[config.mk]
export PLATFORM = sky130hd
export DESIGN_NAME = dpll_state_ctrl
export DESIGN_NICKNAME = d
export VERILOG_FILES = /design/src/core/dpll_pkg.sv /design/src/core/dpll_state_ctrl.sv /design/src/core/ref_select.sv /design/src/core/sec_tick.sv
export SDC_FILE = /design/constraint.sdc
export NUM_CORES = 1
export LEC_CHECK = 0
export ABC_AREA = 1
export BUFFER_PORTS_ARGS = -buffer_cell sky130_fd_sc_hd__buf_4
export CAP_MARGIN = 20
export CORE_MARGIN = 10
export CORE_UTILIZATION = 60
export CTS_CLUSTER_DIAMETER = 50
export CTS_CLUSTER_SIZE = 14
export DETAILED_ROUTE_END_ITERATION = 6
export PLACE_DENSITY = 0.91
export REMOVE_ABC_BUFFERS = 1
export SYNTH_ARGS = -nofsm -noshare
export SYNTH_HDL_FRONTEND = slang
export SYNTH_SLANG_ARGS = --single-unit
[constraint.sdc]
create_clock -name CLK -period 3.51 [get_ports CLK]
set_clock_uncertainty 0.1 [all_clocks]
set_input_delay 0.1755 -clock CLK [delete_from_list [all_inputs] [get_ports CLK]]
set_output_delay 0.1755 -clock CLK [all_outputs]
set_load 0.05 [all_outputs]
[src/core/dpll_pkg.sv]
package dpll_pkg;
  // Clock rate and the one-second base of every timer
  localparam int CLK_HZ = 20_000_000;
  localparam int SECOND_S = 1;
  localparam int TICK_CYCLES = SECOND_S * CLK_HZ;
  // Times in seconds
  localparam int LOCK_HOLD_S = 2;
  localparam int INVALID_S = 2;
  localparam int TIMEOUT_S = 100;
  // Sizes
  localparam int NUM_INPUTS = 8;
  localparam int AW = 5;
  localparam int DW = 16;
  localparam int SEC_W = 16;
  // Register offsets (byte addresses)
  localparam logic [AW-1:0] ADDR_MODE_ONE = 5'h00;
  localparam logic [AW-1:0] ADDR_MODE_THREE = 5'h04;
  localparam logic [AW-1:0] ADDR_TIMEOUT = 5'h08;
  localparam logic [AW-1:0] ADDR_LATCHED_TWO = 5'h0c;
  localparam logic [AW-1:0] ADDR_OPSTATUS = 5'h10;
  localparam logic [AW-1:0] ADDR_VALID = 5'h14;
  localparam logic [AW-1:0] ADDR_ALARMS = 5'h18;
  // Field positions
  localparam int FORCE_CODE_LSB = 0;
  localparam int FORCE_GO_BIT = 3;
  localparam int LOCK_EN_BIT = 4;
  localparam int REVERT_BIT = 0;
  localparam int STCHG_BIT = 0;
  // Reset values
  localparam logic [2:0] FORCE_CODE_RST = 3'h0;
  localparam logic LOCK_EN_RST = 1'b0;
  localparam logic REVERT_RST = 1'b0;
  localparam logic [SEC_W-1:0] TIMEOUT_RST = 16'h0064;
  // Counter thresholds in ticks
  localparam logic [SEC_W-1:0] LOCK_HOLD_T = SEC_W'(LOCK_HOLD_S);
  localparam logic [SEC_W-1:0] INVALID_T = SEC_W'(INVALID_S);
  // Timing states, codes shared by force field and state field
  typedef enum logic [2:0] {
    ST_FREE, ST_PRE, ST_LOCKED, ST_LOL, ST_PRE2, ST_HOLD
  } tstate_t;
  localparam logic [2:0] NUM_STATES = 3'h6;
endpackage

[src/core/dpll_state_ctrl.sv]
//Contract
// - Six states: three modes, three temporary
// - Software may force the current state
// - Every state change sets sticky flag
// - Current state readable in status register
// - Reset enters free-run, outputs from oscillator
// - Free-run to prelocked when input valid
// - Prelocked: 2 s lock within timeout
// - Prelocked timeout: alarm, invalidate, retry other
// - Prelocked to free-run, nothing valid 2 s
// - Revertive: better input restarts prelocked
// - Valid means no activity or lock alarm
// - Locked outputs follow the selected reference
// - Lock pin high in locked when enabled
// - Locked activity loss: prelocked2 or holdover
// - Loss of lock in locked: loss-of-lock
// - Loss-of-lock relocks for 2 s: locked
// - Loss-of-lock activity loss: wait 2 s
// - Loss-of-lock timeout: alarm, prelocked2 or holdover
// - Prelocked2: 2 s lock within timeout
// - Prelocked2 timeout: alarm, retry or holdover
// - Revertive: better input restarts prelocked2
// - Holdover to prelocked2 on any valid
// - Selector picks highest priority valid input
// - Fast switch goes straight to prelocked2
//
// Our own choices: the address map and the plain strobed port.
`timescale 1ns/10ps
`default_nettype none
module dpll_state_ctrl
  import dpll_pkg::*;
#(
  parameter int N = dpll_pkg::NUM_INPUTS,
  parameter int TICK = dpll_pkg::TICK_CYCLES
) (
  // Clock and reset
  input wire logic CLK,
  input wire logic RST,
  // Register port
  input wire logic [dpll_pkg::AW-1:0] ADDR,
  input wire logic [dpll_pkg::DW-1:0] WDATA,
  input wire logic WR,
  input wire logic RD,
  output logic [dpll_pkg::DW-1:0] RDATA,
  // Clock monitors and lock detectors
  input wire logic [N-1:0] ACT_ALARM,
  input wire logic PHASE_LOCK,
  input wire logic LOSS_OF_LOCK,
  input wire logic FAST_FAIL,
  // State and mode outputs
  output logic LOCK,
  output logic [2:0] STATE,
  output logic [$clog2(N)-1:0] SEL_REF,
  output logic [N-1:0] INPUT_VALID,
  output logic TRACK_REF,
  output logic HOLDOVER,
  output logic FREE_RUN
);
  import dpll_pkg::*;

  localparam int IW = $clog2(N);

  ////////////////////////////////////////////////////////////////////////
  // Declarations
  tstate_t state_q, state_d; // Timing state
  logic [2:0] force_code_q; // Last written force code, read back
  logic lock_en_q; // Lock pin enable
  logic revert_q; // Revertive selection
  logic [SEC_W-1:0] timeout_q; // Acquire timeout in seconds
  logic stchg_q; // Sticky state-change flag
  logic [N-1:0] palarm_q; // Sticky phase-lock alarms
  logic [SEC_W-1:0] to_cnt_q; // Seconds spent acquiring
  logic [SEC_W-1:0] lock_cnt_q; // Seconds of continuous phase lock
  logic [SEC_W-1:0] inv_cnt_q; // Seconds with reference invalid
  logic lolto_q; // Loss-of-lock phase timed out
  logic lock_q, track_q, hold_q, free_q; // Registered pin outputs
  logic [DW-1:0] rdata_q; // Read data
  logic tick; // One-second enable
  logic [IW-1:0] sel_idx; // Selected reference
  logic sel_chg; // Selection moved last cycle
  logic sel_ok; // Selected reference valid
  logic other_valid; // Some other input valid
  logic [N-1:0] valid; // Per-input validity

  ////////////////////////////////////////////////////////////////////////
  // One-second time base
  sec_tick #(.CYCLES(TICK)) u_tick (
    .clk(CLK),
    .rst(RST),
    .tick(tick)
  );

  ////////////////////////////////////////////////////////////////////////
  // Validity and reference selection
  assign valid = ~ACT_ALARM & ~palarm_q;
  wire any_valid = |valid;
  // Hold the failed reference during loss-of-lock so the 2 s wait
  // measures that reference and not its replacement
  wire sel_hold = (state_q == ST_LOL);

  ref_select #(.N(N), .IW(IW)) u_sel (
    .clk(CLK),
    .rst(RST),
    .valid(valid),
    .revert(revert_q),
    .hold(sel_hold),
    .sel_q(sel_idx),
    .changed_q(sel_chg),
    .sel_ok(sel_ok),
    .other_valid(other_valid)
  );

  ////////////////////////////////////////////////////////////////////////
  // Register decode
  wire hit_one = (ADDR == ADDR_MODE_ONE);
  wire hit_three = (ADDR == ADDR_MODE_THREE);
  wire hit_to = (ADDR == ADDR_TIMEOUT);
  wire hit_lat = (ADDR == ADDR_LATCHED_TWO);
  wire hit_op = (ADDR == ADDR_OPSTATUS);
  wire hit_val = (ADDR == ADDR_VALID);
  wire hit_alm = (ADDR == ADDR_ALARMS);
  wire wr_one = WR && hit_one;
  wire wr_three = WR && hit_three;
  wire wr_to = WR && hit_to;
  wire wr_lat = WR && hit_lat;
  wire wr_alm = WR && hit_alm;
  wire [2:0] wr_code = WDATA[FORCE_CODE_LSB +: 3];
  // Force only with the go bit set and a code that names a state
  wire force_req = wr_one && WDATA[FORCE_GO_BIT] &&
                   (wr_code < NUM_STATES);
  wire stchg_clr = wr_lat && WDATA[STCHG_BIT];
  wire [N-1:0] alm_clr = wr_alm ? WDATA[N-1:0] : '0;

  ////////////////////////////////////////////////////////////////////////
  // Timer conditions
  wire in_acq = (state_q == ST_PRE) || (state_q == ST_PRE2) ||
                (state_q == ST_LOL);
  // A zero timeout expires at once, every cycle it is seen
  wire to_hit = in_acq && (to_cnt_q >= timeout_q);
  wire lock_ok = (lock_cnt_q >= LOCK_HOLD_T);
  wire inv_ok = (inv_cnt_q >= INVALID_T);
  wire st_chg = (state_d != state_q);
  wire clr_tmr = st_chg || sel_chg || to_hit;

  ////////////////////////////////////////////////////////////////////////
  // Next-state logic
  always_comb begin
    state_d = state_q;
    case (state_q)
      ST_FREE: begin
        if (any_valid) begin
          state_d = ST_PRE;
        end
      end
      ST_PRE: begin
        if (lock_ok && sel_ok) begin
          state_d = ST_LOCKED;
        end else if (!any_valid && inv_ok) begin
          state_d = ST_FREE;
        end
      end
      ST_LOCKED: begin
        if (FAST_FAIL) begin
          state_d = ST_PRE2;
        end else if (!sel_ok && other_valid) begin
          state_d = ST_PRE2;
        end else if (!sel_ok && inv_ok) begin
          state_d = ST_HOLD;
        end else if (LOSS_OF_LOCK) begin
          state_d = ST_LOL;
        end
      end
      ST_LOL: begin
        if (FAST_FAIL) begin
          state_d = ST_PRE2;
        end else if (lock_ok && sel_ok) begin
          state_d = ST_LOCKED;
        end else if (!sel_ok && lolto_q && other_valid) begin
          state_d = ST_PRE2;
        end else if (!sel_ok && inv_ok) begin
          // Activity loss or timeout with nothing else valid
          state_d = other_valid ? ST_PRE2 : ST_HOLD;
        end
      end
      ST_PRE2: begin
        if (lock_ok && sel_ok) begin
          state_d = ST_LOCKED;
        end else if (!any_valid && inv_ok) begin
          state_d = ST_HOLD;
        end
      end
      ST_HOLD: begin
        if (any_valid) begin
          state_d = ST_PRE2;
        end
      end
      default: begin
        state_d = ST_FREE;
      end
    endcase
    // Software force overrides the automatic choice
    if (force_req) begin
      state_d = tstate_t'(wr_code);
    end
  end

  ////////////////////////////////////////////////////////////////////////
  // State register
  always_ff @(posedge CLK) begin
    if (RST) begin
      state_q <= ST_FREE;
    end else begin
      state_q <= state_d;
    end
  end

  ////////////////////////////////////////////////////////////////////////
  // Acquire timeout counter; restarting on a new selection gives the
  // retry on an alternate or better input a full period
  always_ff @(posedge CLK) begin
    if (RST || clr_tmr || !in_acq) begin
      to_cnt_q <= '0;
    end else if (tick && (to_cnt_q != '1)) begin
      to_cnt_q <= to_cnt_q + 1'b1;
    end
  end

  // Continuous phase-lock seconds; any drop of lock starts over
  always_ff @(posedge CLK) begin
    if (RST || clr_tmr || !PHASE_LOCK) begin
      lock_cnt_q <= '0;
    end else if (tick && !lock_ok) begin
      lock_cnt_q <= lock_cnt_q + 1'b1;
    end
  end

  // Seconds with the selected reference invalid
  always_ff @(posedge CLK) begin
    if (RST || st_chg || sel_ok) begin
      inv_cnt_q <= '0;
    end else if (tick && !inv_ok) begin
      inv_cnt_q <= inv_cnt_q + 1'b1;
    end
  end

  // Remember a timeout in loss-of-lock until the state moves on
  always_ff @(posedge CLK) begin
    if (RST || st_chg) begin
      lolto_q <= 1'b0;
    end else if (to_hit && (state_q == ST_LOL)) begin
      lolto_q <= 1'b1;
    end
  end

  ////////////////////////////////////////////////////////////////////////
  // Phase-lock alarms: set on timeout for the selected input, cleared
  // by writing ones; a set in the same cycle wins over the clear
  genvar gi;
  generate
    for (gi = 0; gi < N; gi++) begin : g_alarm
      wire set_a = to_hit && (sel_idx == IW'(gi));
      always_ff @(posedge CLK) begin
        if (RST) begin
          palarm_q[gi] <= 1'b0;
        end else if (set_a) begin
          palarm_q[gi] <= 1'b1;
        end else if (alm_clr[gi]) begin
          palarm_q[gi] <= 1'b0;
        end
      end
    end
  endgenerate

  ////////////////////////////////////////////////////////////////////////
  // Software registers
  always_ff @(posedge CLK) begin
    if (RST) begin
      force_code_q <= FORCE_CODE_RST;
      lock_en_q <= LOCK_EN_RST;
      revert_q <= REVERT_RST;
      timeout_q <= TIMEOUT_RST;
    end else begin
      if (wr_one) begin
        force_code_q <= wr_code;
        lock_en_q <= WDATA[LOCK_EN_BIT];
      end
      if (wr_three) begin
        revert_q <= WDATA[REVERT_BIT];
      end
      if (wr_to) begin
        timeout_q <= WDATA[SEC_W-1:0];
      end
    end
  end

  // Sticky state-change flag; set wins over a clear
  always_ff @(posedge CLK) begin
    if (RST) begin
      stchg_q <= 1'b0;
    end else if (st_chg) begin
      stchg_q <= 1'b1;
    end else if (stchg_clr) begin
      stchg_q <= 1'b0;
    end
  end

  ////////////////////////////////////////////////////////////////////////
  // Read path: data stand only in the cycle after the strobe
  wire [DW-1:0] rd_one = DW'({lock_en_q, 1'b0, force_code_q});
  wire [DW-1:0] rd_three = DW'(revert_q);
  wire [DW-1:0] rd_lat = DW'(stchg_q);
  wire [DW-1:0] rd_op = DW'(state_q);
  wire [DW-1:0] rd_val = DW'(valid);
  wire [DW-1:0] rd_alm = DW'({ACT_ALARM, palarm_q});
  wire [DW-1:0] rd_mux = hit_one ? rd_one :
                         hit_three ? rd_three :
                         hit_to ? timeout_q :
                         hit_lat ? rd_lat :
                         hit_op ? rd_op :
                         hit_val ? rd_val :
                         hit_alm ? rd_alm : '0;

  always_ff @(posedge CLK) begin
    if (RST) begin
      rdata_q <= '0;
    end else begin
      rdata_q <= RD ? rd_mux : '0;
    end
  end

  ////////////////////////////////////////////////////////////////////////
  // Mode outputs for the datapath; one cycle behind the state
  wire is_track = ((state_q == ST_LOCKED) || (state_q == ST_PRE) ||
                   (state_q == ST_PRE2) || (state_q == ST_LOL)) && sel_ok;
  always_ff @(posedge CLK) begin
    if (RST) begin
      lock_q <= 1'b0;
      track_q <= 1'b0;
      hold_q <= 1'b0;
      free_q <= 1'b1;
    end else begin
      lock_q <= lock_en_q && (state_q == ST_LOCKED);
      track_q <= is_track;
      // Temporary holdover while the reference is bad
      hold_q <= (state_q == ST_HOLD) ||
                (!is_track && (state_q != ST_FREE));
      free_q <= (state_q == ST_FREE);
    end
  end

  ////////////////////////////////////////////////////////////////////////
  // Output wiring
  assign RDATA = rdata_q;
  assign LOCK = lock_q;
  assign STATE = state_q;
  assign SEL_REF = sel_idx;
  assign INPUT_VALID = valid;
  assign TRACK_REF = track_q;
  assign HOLDOVER = hold_q;
  assign FREE_RUN = free_q;
endmodule
`default_nettype wire

[src/core/ref_select.sv]
`timescale 1ns/10ps
`default_nettype none
// Reference selector: lowest index is highest priority
module ref_select #(
  parameter int N = 8,
  parameter int IW = $clog2(N)
) (
  // Clock and reset
  input wire logic clk,
  input wire logic rst,
  // Control
  input wire logic [N-1:0] valid,
  input wire logic revert,
  input wire logic hold,
  // Selection
  output logic [IW-1:0] sel_q,
  output logic changed_q,
  output logic sel_ok,
  output logic other_valid
);
  logic [IW-1:0] best; // Highest priority valid input
  logic [N-1:0] lower; // Any valid input at a lower index
  logic [N-1:0] sel_hot; // One-hot of the selection

  ////////////////////////////////////////////////////////////////////////
  // Priority chain, one stage per input
  genvar i;
  generate
    for (i = 0; i < N; i++) begin : g_chain
      if (i == 0) begin : g_first
        assign lower[i] = 1'b0;
      end else begin : g_rest
        assign lower[i] = lower[i-1] | valid[i-1];
      end
      assign sel_hot[i] = (sel_q == IW'(i));
    end
  endgenerate

  // Encode the first valid input
  always_comb begin
    best = '0;
    for (int k = 0; k < N; k++) begin
      if (valid[k] && !lower[k]) begin
        best = IW'(k);
      end
    end
  end

  wire any_valid = |valid;
  assign sel_ok = |(valid & sel_hot);
  assign other_valid = |(valid & ~sel_hot);
  // Switch when the selection failed, or at once in revertive mode
  wire move = !hold && any_valid && (best != sel_q) && (!sel_ok || revert);

  ////////////////////////////////////////////////////////////////////////
  // Selection register
  always_ff @(posedge clk) begin
    if (rst) begin
      sel_q <= '0;
      changed_q <= 1'b0;
    end else begin
      if (move) begin
        sel_q <= best;
      end
      changed_q <= move;
    end
  end
endmodule
`default_nettype wire

[src/core/sec_tick.sv]
`timescale 1ns/10ps
`default_nettype none
// Free-running divider: one-cycle pulse every CYCLES clocks
module sec_tick #(
  parameter int CYCLES = 20_000_000
) (
  // Clock and reset
  input wire logic clk,
  input wire logic rst,
  // Enable pulse
  output logic tick
);
  localparam int CW = $clog2(CYCLES + 1);
  localparam logic [CW-1:0] LAST = CW'(CYCLES - 1);

  logic [CW-1:0] cnt_q; // Cycle counter
  wire wrap = (cnt_q == LAST);

  ////////////////////////////////////////////////////////////////////////
  // Count and wrap; tick is registered so it is clean from reset
  always_ff @(posedge clk) begin
    if (rst) begin
      cnt_q <= '0;
      tick <= 1'b0;
    end else begin
      cnt_q <= wrap ? '0 : cnt_q + 1'b1;
      tick <= wrap;
    end
  end
endmodule
`default_nettype wire

==> impl.org, run 1 <==
** Pwr
- In this run, the clock network consumes 42.0% of the power.
- In this run switching power makes up 31.3% of total power.
- The design draws 4.14 mW.
- Of the total power, combinational logic draws 19.1%.
- Summed over all nets, the switching power comes to 1.30 mW.
- Areal power density over the cells :: 507 mW/mm^2
- Leakage power :: 3.39 nW
- IR analysis of the VDD net gives a maximum drop of 0.467 mV.
- Sequential cell fraction of total power :: 38.9%
- The internal power of the cells totals 2.84 mW.

** Final layout
- Number of diodes added for antenna fixing :: 0
- Area used by sequential logic in the layout :: 0.00264 sq mm
- Number of nets at the end of the flow :: 1078
- Summing all multi-input logic gate instances after layout gives 0.00330 sq mm.
- The filler cells instantiated in the layout total 780.
- Area Overhead vs Synth :: 23.4%
- Once layout is complete, the cells apart from fillers number 1173.
- Final core occ :: 75.3%
- Share of post-route cells with drive strength above 1 :: 16.9%

** Logic synthesis
- By area the synthesized netlist is led by sky130_fd_sc_hd__dfxtp_1 (40%), sky130_fd_sc_hd__nand2_1 (8.9%), sky130_fd_sc_hd__inv_1 (8.0%).
- The synthesized design contains 132 register bits.
- The mapped netlist covers 0.00662 sq mm.
- For this run, the leading register cell type out of synthesis is sky130_fd_sc_hd__dfxtp_1.
- Fraction of registers with async set or reset after synthesis :: 0%
- For this run, the number of Yosys warnings is 0.
- Count of distinct cell types in the synthesized netlist :: 42
- Number of enable flip-flop cells after synthesis :: 0
- Of the synthesized area, sequential elements account for 39.9%.
- The top cell type by area accounts for 39.9% of the synthesized area.
- Summed over all instances, the cell type with the most area after synthesis is sky130_fd_sc_hd__dfxtp_1.
- Number of standard cells after synthesis :: 913
- In this run the mean area of a mapped cell was 7.25 sq um.

** Global route
- Pin count of the biggest net entering global routing :: 26
- For this run, the total global-route usage over all layers was measured as 22.3%.
- Overflow left after global routing :: 0
- The via count of the first global-routing pass was 6231.
- Wire length of the first global-routing pass :: 29.7 mm
- Antenna violations before repair :: 0

** STA
- Part of the cycle the worst path needs :: 85.7%
- Hold Vio Cnt, Final :: 0
- The worst pin sits at a relative slew slack of 46.5%.
- Setup repair after global routing left no endpoint under its margin.
- Subtracting the final worst setup slack from the clock period gives 3.01 ns.
- Setup violations remaining at the end of the flow were counted as 0.
- Worst-margin pin slew :: 0.801 ns
- The final max-slew violation count came to 0.
- Final total negative setup slack :: 0 ns
- Achievable clock frequency :: 333 MHz

** Floorplan
- Die W :: 125 microns
- The region available for standard cell placement spans 0.0108 sq mm.
- In this run the count of I/O pins placed on the die edge is 70.
- The floorplan has 38 rows.
- The die covers 0.0156 sq mm.
- Starting utilization of the core area :: 61.1%
- Height of the die :: 125 microns

** Outcome
- Result of the run :: finished with violations
- The final reports fail on design-rule violations.

** Placement
- In this run, placement finished with an instance count of 1105.
- The count of buffers added on input and output ports is 69.
- GP Congestion :: 0.956
- The wire-length estimate of the detail-placed layout is 12.1 mm.

** Flow run
- The tool flagged a number of max-cap violations equal to 0.

** Clocking
- Counting along the longest clock path gives a buffer depth of 2.
- The clock net in this run drives a total of 132 sinks.
- TritonCTS built the clock tree.
- Number of buffers created by CTS :: 17
- Clock root cell :: sky130_fd_sc_hd__clkbuf_8
- Clock insertion delay at the later pin of the skew report :: 0.52 ns
- Buffers added to address setup during post-CTS repair amount to 0.
- After clock tree synthesis, the clock-pin slew on the worst setup and hold paths is 0.06 ns.
- Total number of H-tree levels :: 4

** Worst setup path
- Worst setup EP type :: register
- In this run the critical register-to-register path is captured at to_cnt_q[1].
- Data on the critical path is required at its endpoint by 3.86 ns.
- STA classifies the critical path startpoint as a register.
- At the worst endpoint, the arrival time is 3.35 ns.
- Path depth of the worst reg2reg path :: 15
- Worst setup path endpoint :: to_cnt_q[1]
- Tracing the worst setup path back leads to its startpoint at u_sel.sel_q[1].
- Launch instance of the worst register-to-register path :: u_sel.sel_q[1]
- Maximum fanout along the worst path :: 19
- In this run the register-to-register setup slack is 0.50 ns.
- By startpoint and endpoint, the worst setup path is classified as reg2reg.

** Routing
- Number of nets with antenna violations after detailed routing :: 0
- Residual DRC count :: 2
- In the routed layout, each cell is associated on average with a via count of 5.53.
- In this run, the number of DRC markers left after iteration 0 of detailed routing was 808.
- The first detailed-routing pass took 7 iterations.
- The routed design has 17.8 mm of wire.
- Average wire per standard cell :: 15.2 microns
- Count of vias placed by the detailed router :: 6488

** Hold path
- Class of the tightest hold or removal check :: in2reg
## cells by family after synthesis
family / Yosys count / share of synthesized area, %
mux: 1 / 0.151
xor+xnor: 21 / 2.78
flops: 132 / 39.9
fa+ha+maj: 22 / 4.16
compound gates: 131 / 11.0
buf+inv: 169 / 10.3
simple gates: 437 / 31.7
## worst max-delay path, cell delays in order (launching register included)
cell and delay [ns]:
sky130_fd_sc_hd__dfxtp_1 0.65, sky130_fd_sc_hd__inv_2 0.11, sky130_fd_sc_hd__nor2_1 0.19, sky130_fd_sc_hd__nand3_2 0.09, sky130_fd_sc_hd__nand2_2 0.08, sky130_fd_sc_hd__nor2_4 0.05
sky130_fd_sc_hd__nand2_4 0.22, sky130_fd_sc_hd__nand2_2 0.12, sky130_fd_sc_hd__and3_1 0.18, sky130_fd_sc_hd__nor2_1 0.10, sky130_fd_sc_hd__nand3_1 0.10, sky130_fd_sc_hd__nand3_1 0.10
sky130_fd_sc_hd__nand3_2 0.10, sky130_fd_sc_hd__nor2_4 0.20, sky130_fd_sc_hd__nand4_4 0.31, sky130_fd_sc_hd__nor2_1 0.21
## final cells by class
type	count	area share (%)
well taps	140	2.14
repair buffers	109	11.1
clock inverters	11	1.53
multi-input cells	612	40.4
inverters	148	6.83
clock buffers	21	5.62
flip-flops and latches	132	32.4
## worst min-delay path by stage
stage               cells past startpoint       start  slack [ns]        endpoint
floorplan                               1         RST        0.14     palarm_q[0]
global placement                        3    WDATA[6]        0.31    timeout_q[6]
detailed placement                      3    WDATA[5]        0.32    timeout_q[5]
CTS                                     6     ADDR[2]       0.009         stchg_q
global route                            3  PHASE_LOCK        0.04  lock_cnt_q[14]
finish                                  6     ADDR[2]        0.02         stchg_q
## stage by stage
stage               instance area, sq um  setup slack [ns]  hold WS (ns)
finish                              8170             0.503        0.0208
global route                        8170             0.186        0.0350
CTS                                 8170             0.506       0.00948
detailed placement                  7220             0.523         0.322
global placement                    7220             0.659         0.310
floorplan                           6490             0.563         0.145
## registers in the layout (all words and copies together), names as in the netlist, 3 cells and up
register / flops
lock_cnt_q: 16
to_cnt_q: 16
inv_cnt_q: 16
timeout_q: 16
STATE: 3
RDATA: 16
force_code_q: 3
u_tick.cnt_q: 25
u_sel.sel_q: 3
palarm_q: 8
## placed cells by master, fill, tap and decap left out, drive strengths merged, types with 2 or more instances in the layout
cell type and instances:
ha 22, a211oi 5, a221oi 3, nor3 48, o22ai 2, nor4 3
bufinv 2, nand2 162, xnor2 8, inv 149, o21ai 46, buf 73
xor2 13, o21a 4, dfxtp 132, clkbuf 21, nor2 143, nand3 55
o211ai 3, clkinv 6, clkinvlp 2, nor3b 10, dlygate4sd3 36, nand4 14
a21oi 60, a31oi 6
## power by group through the flow
| stage | clock network, mW | registers [mW] | logic [mW] |
|---|---|---|---|
| 5_1_grt | 1.82 | 1.62 | 0.853 |
| 3_5_place_dp | 0 | 1.64 | 0.744 |
| 4_1_cts | 1.75 | 1.61 | 0.779 |
| 6_report | 1.74 | 1.61 | 0.790 |
| 2_1_floorplan | 0 | 1.71 | 0.461 |
| 3_3_place_gp | 0 | 1.64 | 0.733 |
## metal layers
metal  wire, microns  part of all wire (%)  global-route usage [%]  vias to the layer above
met5               0                     0                       0                        -
met4             431                   2.4                    8.47                        0
met3            1710                   9.6                    5.15                       49
met2            8220                    46                    36.6                      350
met1            7440                    42                    27.9                     2937
li1                -                     -                       -                     3152
## synth_stat cells, types with 3 or more instances
cell                       count
sky130_fd_sc_hd__buf_6         5
sky130_fd_sc_hd__nand4_1      12
sky130_fd_sc_hd__nor3_1       39
sky130_fd_sc_hd__a21oi_1      59
sky130_fd_sc_hd__ha_1         22
sky130_fd_sc_hd__clkbuf_1     13
sky130_fd_sc_hd__xnor2_1       8
sky130_fd_sc_hd__nor2_1      106
sky130_fd_sc_hd__inv_2         5
sky130_fd_sc_hd__nand2_2       4
sky130_fd_sc_hd__xor2_1       13
sky130_fd_sc_hd__o21a_1        4
sky130_fd_sc_hd__nand3_2       7
sky130_fd_sc_hd__dfxtp_1     132
sky130_fd_sc_hd__nor4_1        3
sky130_fd_sc_hd__inv_1       141
sky130_fd_sc_hd__nand2_1     157
sky130_fd_sc_hd__a221oi_1      3
sky130_fd_sc_hd__nor2_2       32
sky130_fd_sc_hd__nor2_4        5
sky130_fd_sc_hd__nor3b_1      10
sky130_fd_sc_hd__a31oi_1       6
sky130_fd_sc_hd__nor3_2        9
sky130_fd_sc_hd__o21ai_0      45
sky130_fd_sc_hd__nand3_1      48
sky130_fd_sc_hd__a211oi_1      5
## timing repair
action                    CTS  global route
hold buffers               36             0
hold endpoints to repair   50             0
resized for setup           0             0
Note: power is estimated with default switching activity, not from simulation.
==> inputs of run 2 (changes only) <==
--- a/config.mk
+++ b/config.mk
@@ -13,6 +13,7 @@
 export CTS_CLUSTER_DIAMETER = 50
 export CTS_CLUSTER_SIZE = 14
 export DETAILED_ROUTE_END_ITERATION = 6
+export MAX_ROUTING_LAYER = met4
 export PLACE_DENSITY = 0.91
 export REMOVE_ABC_BUFFERS = 1
 export SYNTH_ARGS = -nofsm -noshare
==> run 2 against run 1 <==
  * The flow now finishes without violations
  * Utilization increased by 0.97 points
  * Via count about the same
  * Non-clock buffer count rose by 4
  * Sequential share of layout area down 0.41 points
  * Count of clock-buffer cells in the layout grew 1
  * Cell area rose by 1.3%
  * Sequential power barely moved
  * Cell count is 0.34% higher
  * First-iteration DRC count decreased by 3.7%
  * Largest cell class unchanged
==> impl.org, run 2 (synthesized netlist as in run 1, its figures left out) <==
** Floorplan
- Starting utilization of the core area :: 61.1% (unchanged)
- The die outline width came to 125 microns (unchanged).
- Total I/O pin count :: 70 (unchanged)
- Height of the die :: 125 microns (unchanged)
- The area enclosed by the die boundary came to 0.0156 sq mm (unchanged).
- Area of the core :: 0.0108 sq mm (unchanged)
- Number of rows created at floorplan :: 38 (unchanged)

** Hold path
- The worst hold path belongs to the class in2reg.

** Flow run
- The number of maximum-capacitance constraint violations came to 0 (unchanged).

** Global route
- The via count of the first global-routing pass came to 6519 (+4.6%).
- The overall track demand over capacity in global routing is 24.1% (+1.8 points).
- The wire length of the first global-routing pass was 31.1 mm (+4.5%).
- Overflow left after global routing :: 0 (unchanged)
- The largest net degree at the start of global routing is 26 (unchanged).
- The initial antenna violation count was 0 (unchanged).

** Clocking
- Number of buffers created by CTS :: 17 (unchanged)
- TritonCTS built the clock tree.
- Maximum clock path buffer count :: 2 (unchanged)
- Clock tree synthesis selected as its root buffer the cell sky130_fd_sc_hd__clkbuf_8.
- The total clock sinks came to 132 (unchanged).
- Total number of H-tree levels :: 4 (unchanged)
- Clock insertion delay at the later pin of the skew report :: 0.53 ns (about the same)
- The post-CTS resize count came to 0 (unchanged).
- The clock transition at the register clock pins on the worst setup and hold paths after CTS came to 0.06 ns (about the same).
- Number of buffers inserted by hold repair at cts :: 40 (+11%)
- Setup repair bufs after CTS :: 0 (unchanged)

** Final layout
- Number of diodes added for antenna fixing :: 0 (unchanged)
- Most used cells in the layout excluding fill and tap cells :: sky130_fd_sc_hd__nand2_1 (157), sky130_fd_sc_hd__inv_1 (141), sky130_fd_sc_hd__dfxtp_1 (132), sky130_fd_sc_hd__nor2_1 (106), sky130_fd_sc_hd__buf_4 (73)
- Final instance area :: 0.00827 sq mm (+1.3%)
- Leading cell type in the layout, fill and taps excluded :: sky130_fd_sc_hd__nand2_1
- Final core occ :: 76.3% (+0.97 points)
- Relative to the synthesized area, the layout overhead comes to 25.0%.
- Share of post-route cells with drive strength above 1 :: 17.0% (+0.031 points)
- Ranked by flip-flop count, first place goes to u_tick.cnt_q.
- The final net count was 1082 (+0.37%).
- The fill cell total of the finished layout came to 783 (+0.38%).
- The flip-flop count of the largest register, all copies and words added is 25 (unchanged).

** Worst setup path
- The worst setup path is of the reg2reg kind.
- The data required time at the worst endpoint was 3.85 ns (about the same).
- Startpoint type of the worst setup path :: register
- The critical path data arrival time came to 3.50 ns (+0.15 ns).
- STA classifies the critical path endpoint as a register.
- The maximum net fanout on the critical path is 16 (-3).

** Outcome
- Result of the run :: completed

** Placement
- The HPWL reported at the end of detailed placement came to 12.2 mm (+1.1%).
- Cell area reported after detailed placement :: 0.00722 sq mm (unchanged)
- I/O Buffers :: 69 (unchanged)
- GP Congestion :: 0.955 (-0.13%)
- Post-Place Worst Slack :: 0.546 ns (+0.0224 ns)

** Routing
- First DRT Iteration DRCs :: 778 (-3.7%)
- The total wire length after detailed routing was 18.5 mm (+4.1%).
- The first-pass iteration count of the detailed router came to 6 (-1).
- Count of vias placed by the detailed router :: 6493 (+0.077%)
- Average wire per standard cell :: 15.7 microns (+3.8%)
- The post-detailed-route DRC marker count was 0 (-2).
- Number of nets with antenna violations after detailed routing :: 0 (unchanged)
- The vias per cell came to 5.52 (-0.26%).

** STA
- Setup repair after global routing left no endpoint under its margin.
- Hold Vio Cnt, Final :: 0 (unchanged)
- Achievable clock frequency :: 316 MHz (-4.8%)
- Post-layout min period :: 3.16 ns (+0.152 ns)
- Final worst slack :: 0.350 ns (-0.152 ns)
- The total of endpoints with negative setup slack in the final report came to 0 (unchanged).
- Part of the cycle the worst path needs :: 90.0% (+4.3 points)
- Headroom to the max-slew limit :: 47.6% (+1.1 points)
- Number of slew-limit violations in the final report :: 0 (unchanged)
- The actual transition at the worst max-transition pin was 0.785 ns (-0.0162 ns).
- Final total negative setup slack :: 0 ns (unchanged)

** Pwr
- The reported leakage power was 3.43 nW (+1.3%).
- The power density over the cells was 523 mW/mm^2 (+3.3%).
- Largest vdd supply drop :: 0.406 mV (-13%)
## run 2: cell types whose count changed in the layout (fill, tap and decap cells not counted)
cell / delta
sky130_fd_sc_hd__dlygate4sd3_1: +4
sky130_fd_sc_hd__clkinv_4: -2
sky130_fd_sc_hd__clkbuf_1: -1
sky130_fd_sc_hd__inv_6: +1
sky130_fd_sc_hd__clkinv_2: -2
sky130_fd_sc_hd__clkbuf_8: +2
sky130_fd_sc_hd__bufinv_16: +2
## run 2: routing by layer
metal  global-route usage [%]  wire length [microns]  vias to the layer above
li1                         -                      -                     3154
met2                     38.1                   8580                      343
met4                     10.0                    629                        0
met3                     6.55                   1610                       76
met5                        -                      0                        -
met1                     28.5                   7710                     2920
## run 2: per-stage QoR
step | std cells | hold WS (ns) | total power, mW
4_1_cts | 1177 | 0.00626 | 4.32
3_3_place_gp | 1105 | 0.310 | 2.37
6_report | 1177 | 0.0168 | 4.33
3_5_place_dp | 1105 | 0.321 | 2.38
2_1_floorplan | 892 | 0.145 | 2.17
5_1_grt | 1177 | 0.0265 | 4.47
## run 2: area by class of cell
class | count | area [sq um] | share of cell area, %
inverters | 148 | 558 | 6.75
repair buffers | 113 | 948 | 11.5
clock inverters | 10 | 166 | 2.01
well taps | 140 | 175 | 2.12
clock buffers | 22 | 483 | 5.84
flip-flops and latches | 132 | 2640 | 31.9
multi-input cells | 612 | 3300 | 39.9
## run 2: final timing paths
| check | from | endpoint | slack (ns) | cells after the start |
|---|---|---|---|---|
| worst max-delay path | u_sel.sel_q[1] | to_cnt_q[1] | 0.35 | 16 |
| worst max register to register | u_sel.sel_q[1] | to_cnt_q[1] | 0.35 | 16 |
| worst min-delay path | PHASE_LOCK | lock_cnt_q[12] | 0.02 | 3 |
| worst min register to register | inv_cnt_q[6] | inv_cnt_q[6] | 0.33 | 2 |
## run 2: worst max-delay path, cell delays in order, from the launching register on
cell,delay [ns]
sky130_fd_sc_hd__dfxtp_1,0.67
sky130_fd_sc_hd__nand3_2,0.24
sky130_fd_sc_hd__nand2_1,0.13
sky130_fd_sc_hd__nand2_1,0.07
sky130_fd_sc_hd__nor2_1,0.16
sky130_fd_sc_hd__nand2_1,0.15
sky130_fd_sc_hd__inv_1,0.09
sky130_fd_sc_hd__nor2_1,0.05
sky130_fd_sc_hd__nor2_2,0.10
sky130_fd_sc_hd__nand3_1,0.12
sky130_fd_sc_hd__nand3_2,0.09
sky130_fd_sc_hd__nand3_1,0.08
sky130_fd_sc_hd__nand2_1,0.13
sky130_fd_sc_hd__nand3_2,0.10
sky130_fd_sc_hd__nor2_4,0.19
sky130_fd_sc_hd__nand4_4,0.33
sky130_fd_sc_hd__nor2_1,0.26
## run 2: power by group
group	switching, mW	leakage (nW)	internal [mW]
registers	0.0752	1.07	1.54
logic	0.562	2.05	0.236
clock network	0.663	0.315	1.25
total	1.30	3.43	3.03
==> inputs of run 3 (changes only) <==
==> constraint.sdc (replaced) <==
create_clock -name CLK -period 4.1 [get_ports CLK]
set_clock_uncertainty 0.1 [all_clocks]
set_input_delay 0.205 -clock CLK [delete_from_list [all_inputs] [get_ports CLK]]
set_output_delay 0.205 -clock CLK [all_outputs]
set_load 0.05 [all_outputs]
==> run 3 against run 2 <==
  * Combinational power fell by 15%
  * Worst setup slack better by 0.68 ns
  * Non-clock buffer count fell by 6
  * First-iteration DRC count is 11% lower
  * Critical endpoint is now inv_cnt_q[5]
  * Cell area decreased by 0.94%
  * Fmax is 3.0% higher
  * Wire length is 4.0% lower
==> impl.org, run 3 (synthesized netlist as in run 1, its figures left out) <==
** Worst setup path
- Launch instance of the worst register-to-register path :: u_sel.sel_q[1]
- Worst R2R Setup Slack :: 1.03 ns (+0.68 ns)
- CP startpoint :: u_sel.sel_q[1]
- Arrival time reported for the critical path endpoint :: 3.42 ns (-0.08 ns)
- Startpoint-to-endpoint class of the critical path :: reg2reg
- The worst setup path is launched from a register.
- Walking the worst path, the cells encountered are nand2_1 -> nor2_1 -> nand2_1 -> o21ai_2 -> nor2_4 -> nand2_4 -> nand2_2 -> and3_1 -> nor2_1 -> nand3_1 -> nand3_1 -> nand3_2 -> nor2_4 -> nand2_2 -> nor3_1.
- The maximum net fanout on the critical path came to 19 (+3).
- The depth of the most critical reg-to-reg path was 15 (-1).
- Worst setup EP type :: register
- Slowest stage cell, crit path :: sky130_fd_sc_hd__dfxtp_1
- The data required time at the worst endpoint was 4.45 ns (+0.60 ns).
- The biggest cell delay along the critical path was 0.67 ns (about the same).
- Capturing point of the worst reg2reg path :: inv_cnt_q[5]

** Hold path
- The number of instances on the worst hold path was 3 (unchanged).
- Class of the tightest hold or removal check :: in2reg
- The worst hold path terminates at lock_cnt_q[6].
- The worst hold path begins at PHASE_LOCK.

** STA
- The actual transition at the worst max-transition pin came to 0.804 ns (+0.0194 ns).
- Post-layout min period :: 3.07 ns (-0.0918 ns)
- The accumulated negative setup slack was 0 ns (unchanged).
- Part of the cycle the worst path needs :: 74.8% (-15 points)
- Number of slew-limit violations in the final report :: 0 (unchanged)
- Setup repair after global routing left no endpoint under its margin.
- Worst hold-check slack :: 0.0119 ns (-0.00489 ns)
- Headroom to the max-slew limit :: 46.3% (-1.3 points)
- Hold Vio Cnt, Final :: 0 (unchanged)
- Setup violations, final :: 0 (unchanged)
- Achievable clock frequency :: 326 MHz (+3.0%)

** Routing
- Average wire per standard cell :: 15.2 microns (-3.4%)
- Count of vias placed by the detailed router :: 6341 (-2.3%)
- First DRT Iteration DRCs :: 696 (-11%)
- Vias per std cell :: 5.42 (-1.8%)
- The met1 layer wirelength in the final routing came to 7.53 mm (-2.4%).
- The post-detailed-route DRC marker count was 0 (unchanged).
- The number of routed nets with antenna violations came to 0 (unchanged).
- Routed length on met3 :: 1.50 mm (-6.8%)
- The first-pass iteration count of the detailed router was 6 (unchanged).
- Wirelength, routed :: 17.8 mm (-4.0%)
- The met2 wire length was 8.26 mm (-3.7%).
- Highest metal used :: met4

** Placement
- The HPWL reported at the end of detailed placement came to 12.4 mm (+1.2%).
- The weighted congestion at the end of routability-driven global placement was 0.945 (-1.0%).
- I/O Buffers :: 69 (unchanged)
- Inst Count DP :: 1103 (-0.18%)
- The cell area reported after detailed placement was 0.00721 sq mm (-0.21%).

** Clocking
- The total number of H-tree levels came to 4 (unchanged).
- Clock-pin slew reported for the worst setup and hold paths after clock tree synthesis :: 0.06 ns (about the same)
- Clock insertion delay at the later pin of the skew report :: 0.55 ns (+0.02 ns)
- TritonCTS clock tree :: yes
- The total CTS buffers was 17 (unchanged).
- The post-CTS resize count is 0 (unchanged).
- Maximum clock path buffer count :: 2 (unchanged)
- Clock root cell :: sky130_fd_sc_hd__clkbuf_8
- Number of sinks driven by the clock tree :: 132 (unchanged)

** Final layout
- Relative to the synthesized area, the layout overhead comes to 23.8%.
- The non-filler instance count after layout came to 1170 (-0.59%).
- Leaving out fill and tap cells, the most frequent cells in the layout are sky130_fd_sc_hd__nand2_1 (157), sky130_fd_sc_hd__inv_1 (141), sky130_fd_sc_hd__dfxtp_1 (132), sky130_fd_sc_hd__nor2_1 (106), sky130_fd_sc_hd__buf_4 (71).
- More flip-flops sit in one register than any other, and that register is u_tick.cnt_q.
- Leaving out fill and tap cells, the most frequent cell in the layout is sky130_fd_sc_hd__nand2_1.
- Number of nets at the end of the flow :: 1076 (-0.55%)
- Flip-flop count of the largest register, all copies and words added :: 25 (unchanged)
- Number of diodes added for antenna fixing :: 0 (unchanged)
- Final instance area :: 0.00820 sq mm (-0.94%)
- The fraction of layout instances using a drive strength above 1 is 16.9% (-0.079 points).

** Global route
- The wire length of the first global-routing pass was 30.4 mm (-2.1%).
- Overflow left after global routing :: 0 (unchanged)
- The initial antenna violation count came to 0 (unchanged).
- Global-route total usage across every layer :: 23.8% (-0.36 points)
- The largest net degree at the start of global routing came to 27 (+3.8%).
- The via count of the first global-routing pass is 6236 (-4.3%).

** Outcome
- Result of the run :: completed

** Floorplan
- Area of the core :: 0.0108 sq mm (unchanged)
- The count of pins on the block boundary is 70 (unchanged).
- Starting utilization of the core area :: 61.1% (unchanged)
- Die area :: 0.0156 sq mm (unchanged)
- The vertical extent of the die was 125 microns (unchanged).
- The die outline width was 125 microns (unchanged).
- The number of core rows is 38 (unchanged).

** Pwr
- The reported leakage power came to 3.40 nW (-0.90%).
- The peak ir drop on the vdd network was 0.478 mV (+18%).
- The power density over the cells was 448 mW/mm^2 (-14%).

** Flow run
- The number of maximum-capacitance constraint violations is 0 (unchanged).
run 3: changes by cell type in the layout (fill, tap and decap cells not counted):
cell | before | now
sky130_fd_sc_hd__clkinv_2 | 1 | 4
sky130_fd_sc_hd__buf_4 | 73 | 71
sky130_fd_sc_hd__buf_6 | 0 | 1
sky130_fd_sc_hd__clkinv_4 | 0 | 3
sky130_fd_sc_hd__clkbuf_8 | 6 | 1
sky130_fd_sc_hd__inv_6 | 3 | 0
sky130_fd_sc_hd__bufinv_16 | 4 | 5
sky130_fd_sc_hd__dlygate4sd3_1 | 40 | 35
run 3: area by class of cell:
cell class              instances  area [sq um]
multi-input cells             612          3300
fillers                       798          2650
flip-flops and latches        132          2640
repair buffers                107           895
inverters                     148           558
clock buffers                  17           414
clock inverters                14           211
well taps                     140           175
run 3: layer usage:
metal / vias to the layer above / GRT usage [%]
li1: 3141 / -
met3: 50 / 6.13
met2: 275 / 37.0
met4: 0 / 10.5
met5: - / -
met1: 2875 / 28.5
run 3: timing repair:
action / 4_1_cts / 5_1_grt
endpoints found under the hold margin: 50 / 0
buffers inserted: 0 / 0
hold buffers: 35 / 0
run 3: critical path, delay by kind of cell, from the launching register on:
kind | cells | cell delay (ns)
compound gates | 1 | 0.08
simple gates | 14 | 2.12
flops | 1 | 0.67
run 3: where the power goes:
part	internal (mW)	switching (mW)
sequential	1.32	0.0686
clock	1.04	0.572
combinational	0.200	0.476
run 3: metrics by stage:
stage / util [%] / total power, mW / setup slack [ns]
after floorplan: - / 1.86 / 1.15
after global placement: 66.5 / 2.03 / 1.26
after detailed placement: 66.5 / 2.04 / 1.14
after CTS: 75.5 / 3.66 / 1.07
after global routing: 75.6 / 3.80 / 0.719
final: 75.6 / 3.67 / 1.03
run 3: how the worst max path moves through the flow:
stage	end	slack (ns)	depth (start not counted)
after floorplan	inv_cnt_q[0]	1.15	15
after global placement	inv_cnt_q[6]	1.26	15
after detailed placement	to_cnt_q[3]	1.14	15
after CTS	inv_cnt_q[5]	1.07	15
after global routing	inv_cnt_q[5]	0.72	16
final	inv_cnt_q[5]	1.03	15
